`config.mk`:
```
export PLATFORM = sky130hd
export DESIGN_NAME = adc_scan_ctrl
export DESIGN_NICKNAME = d
export VERILOG_FILES = /design/src/rtl/adc_fmt_pkg.sv /design/src/rtl/fmt_if.sv /design/src/rtl/result_formatter.sv /design/src/rtl/adc_scan_ctrl.sv
export SDC_FILE = /design/constraint.sdc
export NUM_CORES = 1
export LEC_CHECK = 0
export BUFFER_PORTS_ARGS = -buffer_cell sky130_fd_sc_hd__buf_2
export CAP_MARGIN = 20
export CORE_UTILIZATION = 30
export CTS_CLUSTER_SIZE = 16
export DETAILED_ROUTE_END_ITERATION = 16
export PLACE_DENSITY_LB_ADDON = 0.12
export SLEW_MARGIN = 30
export SYNTH_ARGS = -nofsm -noshare
export SYNTH_HDL_FRONTEND = slang
export SYNTH_SLANG_ARGS = --single-unit
```
`constraint.sdc`:
```
create_clock -name i_clk_sys -period 3.76 [get_ports i_clk_sys]
set_input_delay 0.752 -clock i_clk_sys [delete_from_list [all_inputs] [get_ports i_clk_sys]]
set_output_delay 0.752 -clock i_clk_sys [all_outputs]
set_load 0.05 [all_outputs]
```
`src/rtl/adc_fmt_pkg.sv`:
```
// Purpose: Shared constants for the converter control and result formatter
// Assumes: APB register map with one aligned 32-bit word per register
// Notes: Offsets are byte addresses
package adc_fmt_pkg;

    // ==========================================================
    // Register offsets
    localparam logic [7:0] OFS_CONTROL = 8'h00;
    localparam logic [7:0] OFS_CLKDIV = 8'h04;
    localparam logic [7:0] OFS_SCAN_LOW = 8'h08;
    localparam logic [7:0] OFS_CTM_HIGH = 8'h0c;
    localparam logic [7:0] OFS_CTM_LOW = 8'h10;
    localparam logic [7:0] OFS_RESULT = 8'h14;
    localparam logic [7:0] OFS_STATUS = 8'h18;

    // ==========================================================
    // Field positions
    localparam int CTRL_START_BIT = 0;
    localparam int CTRL_RESULT_FORMAT_FIELD_LSB = 8;
    localparam int CTRL_RES_BIT = 10;
    localparam int STAT_BUSY_BIT = 0;
    localparam int STAT_CHAN_LSB = 4;
    localparam int STAT_STATE_LSB = 8;

    // ==========================================================
    // Reset values
    localparam logic [15:0] RST_SCAN_LOW = 16'h0000;
    localparam logic [1:0] RST_CTM_HIGH = 2'h0;
    localparam logic [15:0] RST_CTM_LOW = 16'h0000;
    localparam logic [7:0] RST_CLKDIV = 8'h00;
    localparam logic [1:0] RST_RESULT_FORMAT_FIELD = 2'h0;
    localparam logic RST_RES = 1'b0;

    // ==========================================================
    // Timing: instruction cycle is two oscillator periods
    localparam int OSC_PER_INSTR = 2;
    localparam int SAMPLE_TADS = 1;
    localparam int CONV_TADS = 14;

    // ==========================================================
    // Converter code limits in 12-bit LSb units
    localparam logic signed [15:0] CODE_MAX = 16'sh0fff;
    localparam logic signed [15:0] CODE_MIN = -16'sh1000;

    typedef enum logic [1:0] {
        FMT_INT = 2'h0,
        FMT_SINT = 2'h1,
        FMT_FRAC = 2'h2,
        FMT_SFRAC = 2'h3
    } result_fmt_e;

    typedef enum logic [1:0] {
        ST_IDLE = 2'h0,
        ST_SAMPLE = 2'h1,
        ST_CONVERT = 2'h3,
        ST_DONE = 2'h2
    } conv_state_e;

endpackage

```
`src/rtl/fmt_if.sv`:
```
`timescale 1ns/1ps
// Purpose: Carries a raw conversion code to the formatter and back
// Assumes: Code is two's complement, 13 bits, 10-bit codes sign-extended
// Notes: None
interface fmt_if;
    logic signed [12:0] code;
    logic resolution_select;
    adc_fmt_pkg::result_fmt_e result_format_field;
    logic [15:0] word;

    modport ctrl (output code, output resolution_select, output result_format_field, input word);
    modport fmt (input code, input resolution_select, input result_format_field, output word);
endinterface

```
`src/rtl/result_formatter.sv`:
```
`timescale 1ns/1ps
// Purpose: Packs a conversion code into the 16-bit buffer word
// Assumes: Purely combinational; caller registers the word
// Notes: Unsigned formats clip negative codes to zero
module result_formatter (
    fmt_if.fmt f
);
    always_comb begin
        f.word = 16'h0000;
        case (f.result_format_field)
            adc_fmt_pkg::FMT_INT: begin
                if (!f.code[12]) begin
                    if (f.resolution_select) begin
                        f.word = {4'h0, f.code[11:0]};
                    end else begin
                        f.word = {6'h00, f.code[9:0]};
                    end
                end
            end
            adc_fmt_pkg::FMT_SINT: begin
                // Sign replicated upward from bit 12 at either resolution
                f.word = {{3{f.code[12]}}, f.code};
            end
            adc_fmt_pkg::FMT_FRAC: begin
                if (!f.code[12]) begin
                    if (f.resolution_select) begin
                        f.word = {f.code[11:0], 4'h0};
                    end else begin
                        f.word = {f.code[9:0], 6'h00};
                    end
                end
            end
            adc_fmt_pkg::FMT_SFRAC: begin
                if (f.resolution_select) begin
                    f.word = {f.code, 3'h0};
                end else begin
                    f.word = {f.code[10:0], 5'h00};
                end
            end
            default: begin
                f.word = 16'h0000;
            end
        endcase
    end
endmodule

```
`src/rtl/adc_scan_ctrl.sv`:
```
// Purpose: Scan sequencing, conversion clock and result formatting
// Assumes: Front end delivers the input difference in 12-bit LSb units
// Notes: APB slave answers in the first access cycle
`timescale 1ns/1ps
module adc_scan_ctrl #(
    parameter logic [15:0] IMPL_CH_MASK = 16'h9fff,
    parameter logic [1:0] IMPL_CTM_HIGH = 2'h3,
    parameter int SAMPLE_TADS = adc_fmt_pkg::SAMPLE_TADS,
    parameter int CONV_TADS = adc_fmt_pkg::CONV_TADS
) (
    // Clock and reset
    input wire logic i_clk_sys,
    input wire logic i_sys_rst,
    // APB slave
    input wire logic i_psel,
    input wire logic i_penable,
    input wire logic i_pwrite,
    input wire logic [7:0] i_paddr,
    input wire logic [31:0] i_pwdata,
    output logic [31:0] o_prdata,
    output logic o_pready,
    output logic o_pslverr,
    // Analog front end
    input wire logic signed [15:0] i_vin_lsb,
    // Converter control
    output logic [3:0] o_chan_sel,
    output logic o_sampling,
    output logic o_converting,
    output logic o_tad_tick,
    output logic [17:0] o_ctm_connect,
    output logic [15:0] o_result,
    output logic o_result_valid
);

    // ==========================================================
    // Helpers
    function automatic logic [4:0] next_chan(input logic [15:0] mask,
                                             input logic [4:0] from);
        logic [4:0] r;
        r = 5'h10;
        for (int i = 15; i >= 0; i--) begin
            if (mask[i] && (5'(i) >= from)) begin
                r = 5'(i);
            end
        end
        return r;
    endfunction

    function automatic logic signed [12:0] quantize(
        input logic signed [15:0] v, input logic m12);
        logic signed [15:0] c;
        c = v;
        if (v > adc_fmt_pkg::CODE_MAX) begin
            c = adc_fmt_pkg::CODE_MAX;
        end else if (v < adc_fmt_pkg::CODE_MIN) begin
            c = adc_fmt_pkg::CODE_MIN;
        end
        // Floor in LSb units puts the first step at one LSb
        if (!m12) begin
            c = c >>> 2;
        end
        return c[12:0];
    endfunction

    // ==========================================================
    // Registers
    logic [15:0] scan_low_q;
    logic [1:0] ctm_high_q;
    logic [15:0] ctm_low_q;
    logic [7:0] clkdiv_q;
    logic res12_q;
    adc_fmt_pkg::result_fmt_e result_format_field_q;
    logic start_q;
    logic [31:0] prdata_q;
    logic pready_q;
    logic pslverr_q;
    adc_fmt_pkg::conv_state_e state_q;
    logic [4:0] chan_q;
    logic [10:0] div_cnt_q;
    logic tick_q;
    logic [4:0] tad_cnt_q;
    logic [15:0] result_q;
    logic valid_q;
    logic [17:0] ctm_conn_q;
    logic signed [12:0] code_q;

    logic setup;
    logic wr_en;
    logic addr_ok;
    logic [10:0] tad_clks;
    logic [31:0] rd_word;
    logic [17:0] ctm_mask;
    logic conv_enter;
    logic conv_leave;

    fmt_if fbus ();

    assign setup = i_psel && !i_penable;
    assign ctm_mask = {ctm_high_q, ctm_low_q};
    assign conv_enter = state_q == adc_fmt_pkg::ST_SAMPLE && tick_q
                        && tad_cnt_q == 5'(SAMPLE_TADS - 1);
    assign conv_leave = state_q == adc_fmt_pkg::ST_CONVERT && tick_q
                        && tad_cnt_q == 5'(CONV_TADS - 1);
    assign wr_en = i_psel && i_penable && pready_q && i_pwrite;
    assign tad_clks = 11'(adc_fmt_pkg::OSC_PER_INSTR)
                      * (11'(clkdiv_q) + 11'h001);

    always_comb begin
        addr_ok = 1'b1;
        rd_word = 32'h0000_0000;
        case (i_paddr)
            adc_fmt_pkg::OFS_CONTROL: begin
                rd_word[adc_fmt_pkg::CTRL_RES_BIT] = res12_q;
                rd_word[adc_fmt_pkg::CTRL_RESULT_FORMAT_FIELD_LSB +: 2] = result_format_field_q;
            end
            adc_fmt_pkg::OFS_CLKDIV: begin
                rd_word[7:0] = clkdiv_q;
            end
            adc_fmt_pkg::OFS_SCAN_LOW: begin
                rd_word[15:0] = scan_low_q;
            end
            adc_fmt_pkg::OFS_CTM_HIGH: begin
                rd_word[1:0] = ctm_high_q;
            end
            adc_fmt_pkg::OFS_CTM_LOW: begin
                rd_word[15:0] = ctm_low_q;
            end
            adc_fmt_pkg::OFS_RESULT: begin
                rd_word[15:0] = result_q;
            end
            adc_fmt_pkg::OFS_STATUS: begin
                rd_word[adc_fmt_pkg::STAT_BUSY_BIT] =
                    (state_q != adc_fmt_pkg::ST_IDLE);
                rd_word[adc_fmt_pkg::STAT_CHAN_LSB +: 4] = chan_q[3:0];
                rd_word[adc_fmt_pkg::STAT_STATE_LSB +: 2] = state_q;
            end
            default: begin
                addr_ok = 1'b0;
            end
        endcase
    end

    // ==========================================================
    // APB handshake: answer registered at setup, one wait-free access
    always_ff @(posedge i_clk_sys) begin
        if (i_sys_rst) begin
            pready_q <= 1'b0;
            pslverr_q <= 1'b0;
            prdata_q <= 32'h0000_0000;
        end else begin
            pready_q <= setup;
            if (setup) begin
                pslverr_q <= !addr_ok;
                prdata_q <= i_pwrite ? 32'h0000_0000 : rd_word;
            end else begin
                pslverr_q <= 1'b0;
                prdata_q <= 32'h0000_0000;
            end
        end
    end

    // ==========================================================
    // Software-written configuration
    always_ff @(posedge i_clk_sys) begin
        if (i_sys_rst) begin
            scan_low_q <= adc_fmt_pkg::RST_SCAN_LOW;
            ctm_high_q <= adc_fmt_pkg::RST_CTM_HIGH;
            ctm_low_q <= adc_fmt_pkg::RST_CTM_LOW;
            clkdiv_q <= adc_fmt_pkg::RST_CLKDIV;
            res12_q <= adc_fmt_pkg::RST_RES;
            result_format_field_q <= adc_fmt_pkg::result_fmt_e'(adc_fmt_pkg::RST_RESULT_FORMAT_FIELD);
            start_q <= 1'b0;
        end else begin
            start_q <= 1'b0;
            if (wr_en) begin
                case (i_paddr)
                    adc_fmt_pkg::OFS_CONTROL: begin
                        res12_q <= i_pwdata[adc_fmt_pkg::CTRL_RES_BIT];
                        result_format_field_q <= adc_fmt_pkg::result_fmt_e'(
                            i_pwdata[adc_fmt_pkg::CTRL_RESULT_FORMAT_FIELD_LSB +: 2]);
                        start_q <= i_pwdata[adc_fmt_pkg::CTRL_START_BIT];
                    end
                    adc_fmt_pkg::OFS_CLKDIV: begin
                        clkdiv_q <= i_pwdata[7:0];
                    end
                    adc_fmt_pkg::OFS_SCAN_LOW: begin
                        scan_low_q <= i_pwdata[15:0] & IMPL_CH_MASK;
                    end
                    adc_fmt_pkg::OFS_CTM_HIGH: begin
                        ctm_high_q <= i_pwdata[1:0] & IMPL_CTM_HIGH;
                    end
                    adc_fmt_pkg::OFS_CTM_LOW: begin
                        ctm_low_q <= i_pwdata[15:0] & IMPL_CH_MASK;
                    end
                    default: begin
                        start_q <= 1'b0;
                    end
                endcase
            end
        end
    end

    // ==========================================================
    // Conversion clock divider
    always_ff @(posedge i_clk_sys) begin
        if (i_sys_rst) begin
            div_cnt_q <= 11'h000;
            tick_q <= 1'b0;
        end else if (state_q == adc_fmt_pkg::ST_IDLE) begin
            div_cnt_q <= 11'h000;
            tick_q <= 1'b0;
        end else if (div_cnt_q == tad_clks - 11'h001) begin
            div_cnt_q <= 11'h000;
            tick_q <= 1'b1;
        end else begin
            div_cnt_q <= div_cnt_q + 11'h001;
            tick_q <= 1'b0;
        end
    end

    // ==========================================================
    // Scan sequencer
    always_ff @(posedge i_clk_sys) begin
        if (i_sys_rst) begin
            state_q <= adc_fmt_pkg::ST_IDLE;
            chan_q <= 5'h00;
            tad_cnt_q <= 5'h00;
        end else begin
            case (state_q)
                adc_fmt_pkg::ST_IDLE: begin
                    tad_cnt_q <= 5'h00;
                    // Empty mask ignores the start request
                    if (start_q && (scan_low_q != 16'h0000)) begin
                        chan_q <= next_chan(scan_low_q, 5'h00);
                        state_q <= adc_fmt_pkg::ST_SAMPLE;
                    end
                end
                adc_fmt_pkg::ST_SAMPLE: begin
                    if (tick_q) begin
                        if (tad_cnt_q == 5'(SAMPLE_TADS - 1)) begin
                            tad_cnt_q <= 5'h00;
                            state_q <= adc_fmt_pkg::ST_CONVERT;
                        end else begin
                            tad_cnt_q <= tad_cnt_q + 5'h01;
                        end
                    end
                end
                adc_fmt_pkg::ST_CONVERT: begin
                    if (tick_q) begin
                        if (tad_cnt_q == 5'(CONV_TADS - 1)) begin
                            tad_cnt_q <= 5'h00;
                            state_q <= adc_fmt_pkg::ST_DONE;
                        end else begin
                            tad_cnt_q <= tad_cnt_q + 5'h01;
                        end
                    end
                end
                adc_fmt_pkg::ST_DONE: begin
                    // Skip cleared mask bits; stop after the last set one
                    if (next_chan(scan_low_q, chan_q + 5'h01) == 5'h10) begin
                        state_q <= adc_fmt_pkg::ST_IDLE;
                    end else begin
                        chan_q <= next_chan(scan_low_q,
                                            chan_q + 5'h01);
                        state_q <= adc_fmt_pkg::ST_SAMPLE;
                    end
                end
                default: begin
                    state_q <= adc_fmt_pkg::ST_IDLE;
                end
            endcase
        end
    end

    // ==========================================================
    // Charge timing unit connection, held for the conversion only
    always_ff @(posedge i_clk_sys) begin
        if (i_sys_rst) begin
            ctm_conn_q <= 18'h00000;
        end else if (conv_enter
                || (state_q == adc_fmt_pkg::ST_CONVERT && !conv_leave)) begin
            // Registered on the state edges so it covers CONVERT exactly
            ctm_conn_q <= (18'h00001 << chan_q) & ctm_mask;
        end else begin
            ctm_conn_q <= 18'h00000;
        end
    end

    // ==========================================================
    // Code capture and formatting
    assign fbus.code = code_q;
    assign fbus.resolution_select = res12_q;
    assign fbus.result_format_field = result_format_field_q;

    result_formatter u_fmt (
        .f(fbus.fmt)
    );

    always_ff @(posedge i_clk_sys) begin
        if (i_sys_rst) begin
            code_q <= 13'h0000;
            result_q <= 16'h0000;
            valid_q <= 1'b0;
        end else begin
            valid_q <= 1'b0;
            // Input held at the sample-to-convert edge
            if (conv_enter) begin
                code_q <= quantize(i_vin_lsb, res12_q);
            end
            if (state_q == adc_fmt_pkg::ST_DONE) begin
                result_q <= fbus.word;
                valid_q <= 1'b1;
            end
        end
    end

    assign o_prdata = prdata_q;
    assign o_pready = pready_q;
    assign o_pslverr = pslverr_q;
    assign o_chan_sel = chan_q[3:0];
    assign o_sampling = (state_q == adc_fmt_pkg::ST_SAMPLE);
    assign o_converting = (state_q == adc_fmt_pkg::ST_CONVERT);
    assign o_tad_tick = tick_q;
    assign o_ctm_connect = ctm_conn_q;
    assign o_result = result_q;
    assign o_result_valid = valid_q;

    // ==========================================================
    // Assertions
    property p_scan_skip;
        @(posedge i_clk_sys) disable iff (i_sys_rst)
        state_q == adc_fmt_pkg::ST_SAMPLE |-> scan_low_q[chan_q[3:0]];
    endproperty
    a_scan_skip: assert property (p_scan_skip)
        else $error("sampling a skipped channel");

    property p_mask_zero;
        @(posedge i_clk_sys) disable iff (i_sys_rst)
        (scan_low_q & ~IMPL_CH_MASK) == 16'h0000
            && (ctm_low_q & ~IMPL_CH_MASK) == 16'h0000;
    endproperty
    a_mask_zero: assert property (p_mask_zero)
        else $error("unimplemented mask bit set");

    property p_ctm_conn;
        @(posedge i_clk_sys) disable iff (i_sys_rst)
        ctm_conn_q != 18'h00000 |-> state_q == adc_fmt_pkg::ST_CONVERT
            && ctm_conn_q[chan_q] && ctm_mask[chan_q];
    endproperty
    a_ctm_conn: assert property (p_ctm_conn)
        else $error("charge unit connected outside conversion");

    property p_tad_period;
        @(posedge i_clk_sys) disable iff (i_sys_rst)
        tick_q && state_q != adc_fmt_pkg::ST_IDLE |=> !tick_q;
    endproperty
    a_tad_period: assert property (p_tad_period)
        else $error("conversion clock period too short");

    property p_tad_zero_div;
        @(posedge i_clk_sys) disable iff (i_sys_rst)
        clkdiv_q == 8'h00 && $rose(tick_q) && $stable(clkdiv_q)
            |-> ##2 (tick_q || state_q == adc_fmt_pkg::ST_IDLE);
    endproperty
    a_tad_zero_div: assert property (p_tad_zero_div)
        else $error("divider zero period not two clocks");

    property p_sint_ext;
        @(posedge i_clk_sys) disable iff (i_sys_rst)
        valid_q && result_format_field_q == adc_fmt_pkg::FMT_SINT && res12_q
            |-> result_q[15:13] == {3{result_q[12]}};
    endproperty
    a_sint_ext: assert property (p_sint_ext)
        else $error("sign not replicated");

    property p_int_pos;
        @(posedge i_clk_sys) disable iff (i_sys_rst)
        valid_q && result_format_field_q == adc_fmt_pkg::FMT_INT && !res12_q
            |-> result_q[15:10] == 6'h00;
    endproperty
    a_int_pos: assert property (p_int_pos)
        else $error("10-bit integer exceeds width");

    property p_frac_low;
        @(posedge i_clk_sys) disable iff (i_sys_rst)
        valid_q && result_format_field_q == adc_fmt_pkg::FMT_FRAC && res12_q
            |-> result_q[3:0] == 4'h0;
    endproperty
    a_frac_low: assert property (p_frac_low)
        else $error("fractional low bits not zero");

    property p_clip_top;
        @(posedge i_clk_sys) disable iff (i_sys_rst)
        $past(state_q) == adc_fmt_pkg::ST_SAMPLE && res12_q
            && $past(tick_q) && $past(i_vin_lsb) > 16'sh0fff
            && state_q == adc_fmt_pkg::ST_CONVERT
            |-> code_q == 13'h0fff;
    endproperty
    a_clip_top: assert property (p_clip_top)
        else $error("over-range input not all ones");

    property p_clip_zero;
        @(posedge i_clk_sys) disable iff (i_sys_rst)
        $past(state_q) == adc_fmt_pkg::ST_SAMPLE && res12_q
            && $past(tick_q) && $past(i_vin_lsb) == 16'sh0000
            && state_q == adc_fmt_pkg::ST_CONVERT
            |-> code_q == 13'h0000;
    endproperty
    a_clip_zero: assert property (p_clip_zero)
        else $error("sub-LSb input not zero code");

    c_scan_done: cover property (@(posedge i_clk_sys) disable iff
        (i_sys_rst) valid_q ##1 state_q == adc_fmt_pkg::ST_SAMPLE);
    c_sfrac_neg: cover property (@(posedge i_clk_sys) disable iff
        (i_sys_rst) valid_q && result_format_field_q == adc_fmt_pkg::FMT_SFRAC
        && result_q[15]);
    c_ctm_on: cover property (@(posedge i_clk_sys) disable iff
        (i_sys_rst) ctm_conn_q != 18'h00000);

endmodule

```
After elaboration in Yosys (flattened, before gate mapping):

Cells that the tools add are included.

* bits in read-only memories: 0
* memories: 0
* RAM bits: 0
* bits in latches: 0
* register bits after elaboration: 148
* output and inout bits: 76
* input bits: 61
* word-level logic and storage cells: 183

* multipliers: 0
* magnitude comparators: 16
* reduce and logical (&&, ||, !) cells: 51
* add/sub/neg operators: 5
* equality and inequality tests: 21
* div/mod/pow operators: 0
* bitwise logic cells: 5
* muxes and demuxes: 64
* shift-type cells: 1

Operators with widths (number)
* $mux W5: 36
* $mux W16: 4
* $pmux W16 S4: 1
* $ge A4 B5 Y1 const A: 6
* $mux W15: 2
* $pmux W5 S3: 2
* $eq A8 B5 Y1 const B: 3
* $logic_and A1 B1 Y1: 24
* $ge A3 B5 Y1 const A: 4
* $pmux W4 S5: 1
* $and A18 B18 Y18: 1
* $shl A1 B5 Y18 const A: 1
* $eq A8 B4 Y1 const B: 2
* $gt A16 B13 Y1 const B: 1
* $lt A16 B13 Y1 const B: 1
* $pmux W2 S4: 2
* $reduce_bool A16 Y1: 1
* $mux W13: 1
* $mux W12: 1
* $add A11 B1 Y11 const B: 1
* $eq A11 B11 Y1: 1
* $sub A10 B1 Y11 const B: 1
* $add A5 B1 Y5 const B: 2
* $ge A1 B5 Y1 const A: 2
* 30 further kinds: 62

Logic depth before layout (Yosys ltp):

* depth in word-level cells: 22
* gate-level depth with buffers: 10
* gate-level depth less buffers: 9

Cells and area by module:

Synthesis repeated with hierarchy kept, for this count alone.

* cell total of the unflattened synthesis: 905
* area total of the unflattened synthesis: 7305.8 um2

Modules (own cells, without submodules)
* adc_scan_ctrl: cells each 840, area an instance 6841.6 um2, instances 1, sequential area each 2602.5 um2
* result_formatter: cells each 65, area an instance 464.2 um2, instances 1, sequential area each 0.0 um2

Worst setup path after synthesis:

No wires, ideal clock.

* path type: register to register
* start: register clkdiv_q[1]
* end: register div_cnt_q[10]
* path slack: 1193 ps
* data arrival time: 2430 ps
* stages on the path, launching flop included: 11
* setup time: 137 ps
* data required time: 3623 ps
* cells stage by stage: dfxtp_1 -> ha_1 -> and2_1 -> buf_2 -> o21ai_1 -> o31ai_1 -> or4b_1 -> o221a_1 -> a2111oi_4 -> buf_6 -> nor3_2

* word-level cells in the longest chain between the ends: 4

RTL lines
* start: declaration: line adc_scan_ctrl.sv:70 `logic [7:0] clkdiv_q;`
* start signal: assignment: line adc_scan_ctrl.sv:169 `clkdiv_q <= adc_fmt_pkg::RST_CLKDIV;`
* start signal: assignment: line adc_scan_ctrl.sv:184 `clkdiv_q <= i_pwdata[7:0];`
* $add A8 B1 Y9: line adc_scan_ctrl.sv:106 `* (11'(clkdiv_q) + 11'h001);`
* $sub A10 B1 Y11: line adc_scan_ctrl.sv:212 `end else if (div_cnt_q == tad_clks - 11'h001) begin`
* $eq A11 B11 Y1: line adc_scan_ctrl.sv:212
* $reduce_or A3 Y1 (no line)
* end signal: assignment: line adc_scan_ctrl.sv:216 `div_cnt_q <= div_cnt_q + 11'h001;`
* end: declaration: line adc_scan_ctrl.sv:79 `logic [10:0] div_cnt_q;`

No other way between the ends.
A chain may end at the register's enable or synchronous reset.

Worst setup path after layout:

* start: register chan_q[0]
* end: register chan_q[3]

* word-level cells in the longest chain between the ends: 22
* elaborated cells between the ends (all ways): 50

RTL lines
* start: declaration: line adc_scan_ctrl.sv:78 `logic [4:0] chan_q;`
* start signal: assignment: line adc_scan_ctrl.sv:234 `chan_q <= next_chan(scan_low_q, 5'h00);`
* start signal: assignment: line adc_scan_ctrl.sv:263 `chan_q <= next_chan(scan_low_q,`
* $add A5 B1 Y5 (*): line adc_scan_ctrl.sv:260, adc_scan_ctrl.sv:264
* $ge A4 B5 Y1: line adc_scan_ctrl.sv:42 `if (mask[i] && (5'(i) >= from)) begin`
* $logic_and A1 B1 Y1: line adc_scan_ctrl.sv:42
* $mux W5 (13 in a row): line adc_scan_ctrl.sv:42
* $mux W5 (*): line adc_scan_ctrl.sv:42
* $mux W5: line adc_scan_ctrl.sv:229 `case (state_q)`
* $mux W5: line adc_scan_ctrl.sv:224 `if (i_sys_rst) begin`
* $eq A5 B5 Y1: line adc_scan_ctrl.sv:260 `if (next_chan(scan_low_q, chan_q + 5'h01) == 5'h10) begin`
* $ne A2 B2 Y1 (no line)
* $reduce_and A3 Y1 (no line)

Mark *: on every way between the ends. The rest lies on a longest branch, timed or not. The select of a mux whose other input is x is not followed.

==> results.ini <==
[global_routing]
grt_usage_pct=19.3
grt_pass1_vias=6168
grt_first_pass_wirelength_um=36000
grt_max_degree=81
grt_overflow_total=0
antenna_found_initial=1

[worst_hold_path]
hold_path_startpoint=ctm_low_q[10]
hp-class=reg -> reg

[synth]
synth_area_leaders=dfxtp_1, nand2_1, a21oi_1, mux2i_1, nor2_1
ys_seq_area_share_pct=36.0
synth_top_area_cell=dfxtp_1
ys.flop_type=dfxtp_1
synth_area_sq_um=7230
syn_inst=910
syn_area_per_cell_sq_um=7.95
synth_cell_type_count=70
synth_top_area_share_pct=36.0
synth_edf_count=0
synth-seq-cells=130
yosys_warnings=0
synthArstFlopShare_pct=0

[clocking]
cts_resized=0
clk_pin_slew_ns=0.07
clockBufferDepth=2
hold_buffers=0
clk_latency_ns=0.42
cts_tree=yes
cts_buffers=17
h-tree-depth=4
cts_setup_buffers=0
cts_sinks=130
cts_root_buffer=clkbuf_16

[layout]
final_nets=1043
num-fill-cells=2613
final_common_cell=dfxtp_1
area_growth_pct=16.3
drive_gt1_share_pct=17.5
final_cell_mix=dfxtp_1, nand2_1, buf_2
diodes=0
final_area_sq_um=8410

[placed_design]
place_congestion=0.927
post-dp-hpwl_um=17300
dpl-instance-area_sq_um=7840
io_buffers=100

[setup_path]
cp-startpoint=chan_q[0]
end_kind=register
max_stage_delay_ns=0.57
start_kind=register
critical_path_class=reg -> reg
rr_startpoint=chan_q[0]
cp_top_family=compound AO/OA/AOI/OAI gates
crit_fanout=13
crit_chain=inv_1, ha_1, nor2b_1, o21ai_0, a311oi_1, nor3_1, o211ai_1, buf_4, nor2_1, a211oi_1
crit_slowest_cell=dfxtp_1
cp.arrival_ns=3.42
path_buf_inv=2
cp.required_ns=4.09

[die]
initial_core_util_pct=30.7
fp.dieH_um=157
core-area_sq_um=23500
rows=56
die_w_um=157
io_pins=137
die_area_sq_um=24700

[drt]
drt-pass1-iter-count=6
drcViolationCount=0
post_drt_wl_per_cell_um=17.8
ant_nets=0
viasPerCell=5.20
drt_wl_total_um=23300
via_count=6780
drt_iter0_markers=557

[timing]
fin_setup_tns_ns=0
drv_slew=0
hold_viol_final=0
hold_slack_ns=0.469
clock_skew_ns=0.0127
worst_slew_pin_slew_ns=0.904
max_freq_ghz=0.323
finalSetupViolCount=0
fin_crit_sh_pct=82.3
min_period_ns=3.09
relSlewSlack_pct=39.5
rsz0062_at_grt=no

[power_and_ir_drop]
ir_drop_mv=0.237
p_leak_nw=3.14
p_per_area_nw_per_um2=371
finalPower_mw=3.12

[run_status]
status=complete, no violations

[job]
max-cap-violations=0

[Yosys cell counts, types with 20 or more instances]
| cell | count |
|---|---|
| inv_1 | 24 |
| buf_4 | 23 |
| nand3_1 | 33 |
| clkbuf_1 | 51 |
| nor2_1 | 82 |
| a21oi_1 | 83 |
| nand2_1 | 122 |
| dfxtp_1 | 130 |
| nor3_1 | 21 |
| mux2i_1 | 40 |
| o21ai_0 | 36 |
| and3_1 | 20 |
[cell type report]
cell class	count	area, sq um	share of cell area (%)
well taps	319	399	4.74
flip-flops and latches	130	2600	30.9
clock buffers	19	443	5.26
inverters	24	90.1	1.07
multi-input cells	690	4180	49.7
clock inverters	13	126	1.50
repair buffers	109	568	6.75
[power breakdown]
part           internal (mW)  leakage [nW]  switching [mW]  total, mW
clock                  0.937         0.267           0.675       1.61
combinational         0.0291          1.82           0.102      0.131
sequential              1.38          1.05        0.000391       1.38
total                   2.34          3.14           0.777       3.12
[per-layer routing]
metal  vias up  track usage (%)  wire (um)  share of wire, %
met3        21             4.05       1350               5.8
li1       3340                -          -                 -
met2       222             29.4      10300                44
met5         -                0         13             0.056
met4         2             6.20        352               1.5
met1      3195             27.0      11200                48
[sequential cells by signal, summed over array words and instances (netlist names), 5 cells and up]
register	cells
code_q	13
div_cnt_q	11
chan_q	5
clkdiv_q	8
ctm_low_q	14
tad_cnt_q	5
scan_low_q	14
o_ctm_connect	16
o_result	16
o_prdata	16
[path summary, 6_finish.rpt]
kind                    to  slack [ns]  cells after the start
min reg2reg  ctm_low_q[10]        0.47                      2
min          ctm_low_q[10]        0.47                      2
max reg2reg      chan_q[3]        0.67                     10
max              chan_q[3]        0.67                     10
[logic make-up (layout without fill, tap and decap cells)]
| kind of cell | count (synthesis) | count (layout) | synth area share, % |
|---|---|---|---|
| flip-flops | 130 | 130 | 36.0 |
| XOR/XNOR | 31 | 31 | 4.05 |
| other | 1 | 18 | 0.0518 |
| multiplexers | 51 | 51 | 7.28 |
| adder cells (fa/ha/maj) | 10 | 10 | 1.73 |
| buffers and inverters | 107 | 165 | 7.13 |
| AND/OR/NAND/NOR | 355 | 355 | 23.9 |
| AO/OA/AOI/OAI | 225 | 225 | 19.9 |
[through the flow]
step                setup WS (ns)  util [%]  cells
finish                      0.667      35.7   1304
global route                0.411      35.7   1304
CTS                         0.658      35.7   1304
detailed placement          0.670      33.3   1272
global placement            0.724      33.3   1272
floorplan                    1.19         -    927
[worst register-to-register path: stages (launching register included)]
cell and delay, ns:
dfxtp_1 0.57, inv_1 0.13, ha_1 0.38, nor2b_1 0.39
o21ai_0 0.21, a311oi_1 0.52, nor3_1 0.13, o211ai_1 0.20
buf_4 0.21, nor2_1 0.05, a211oi_1 0.24
(Power assumes the default switching activity.)
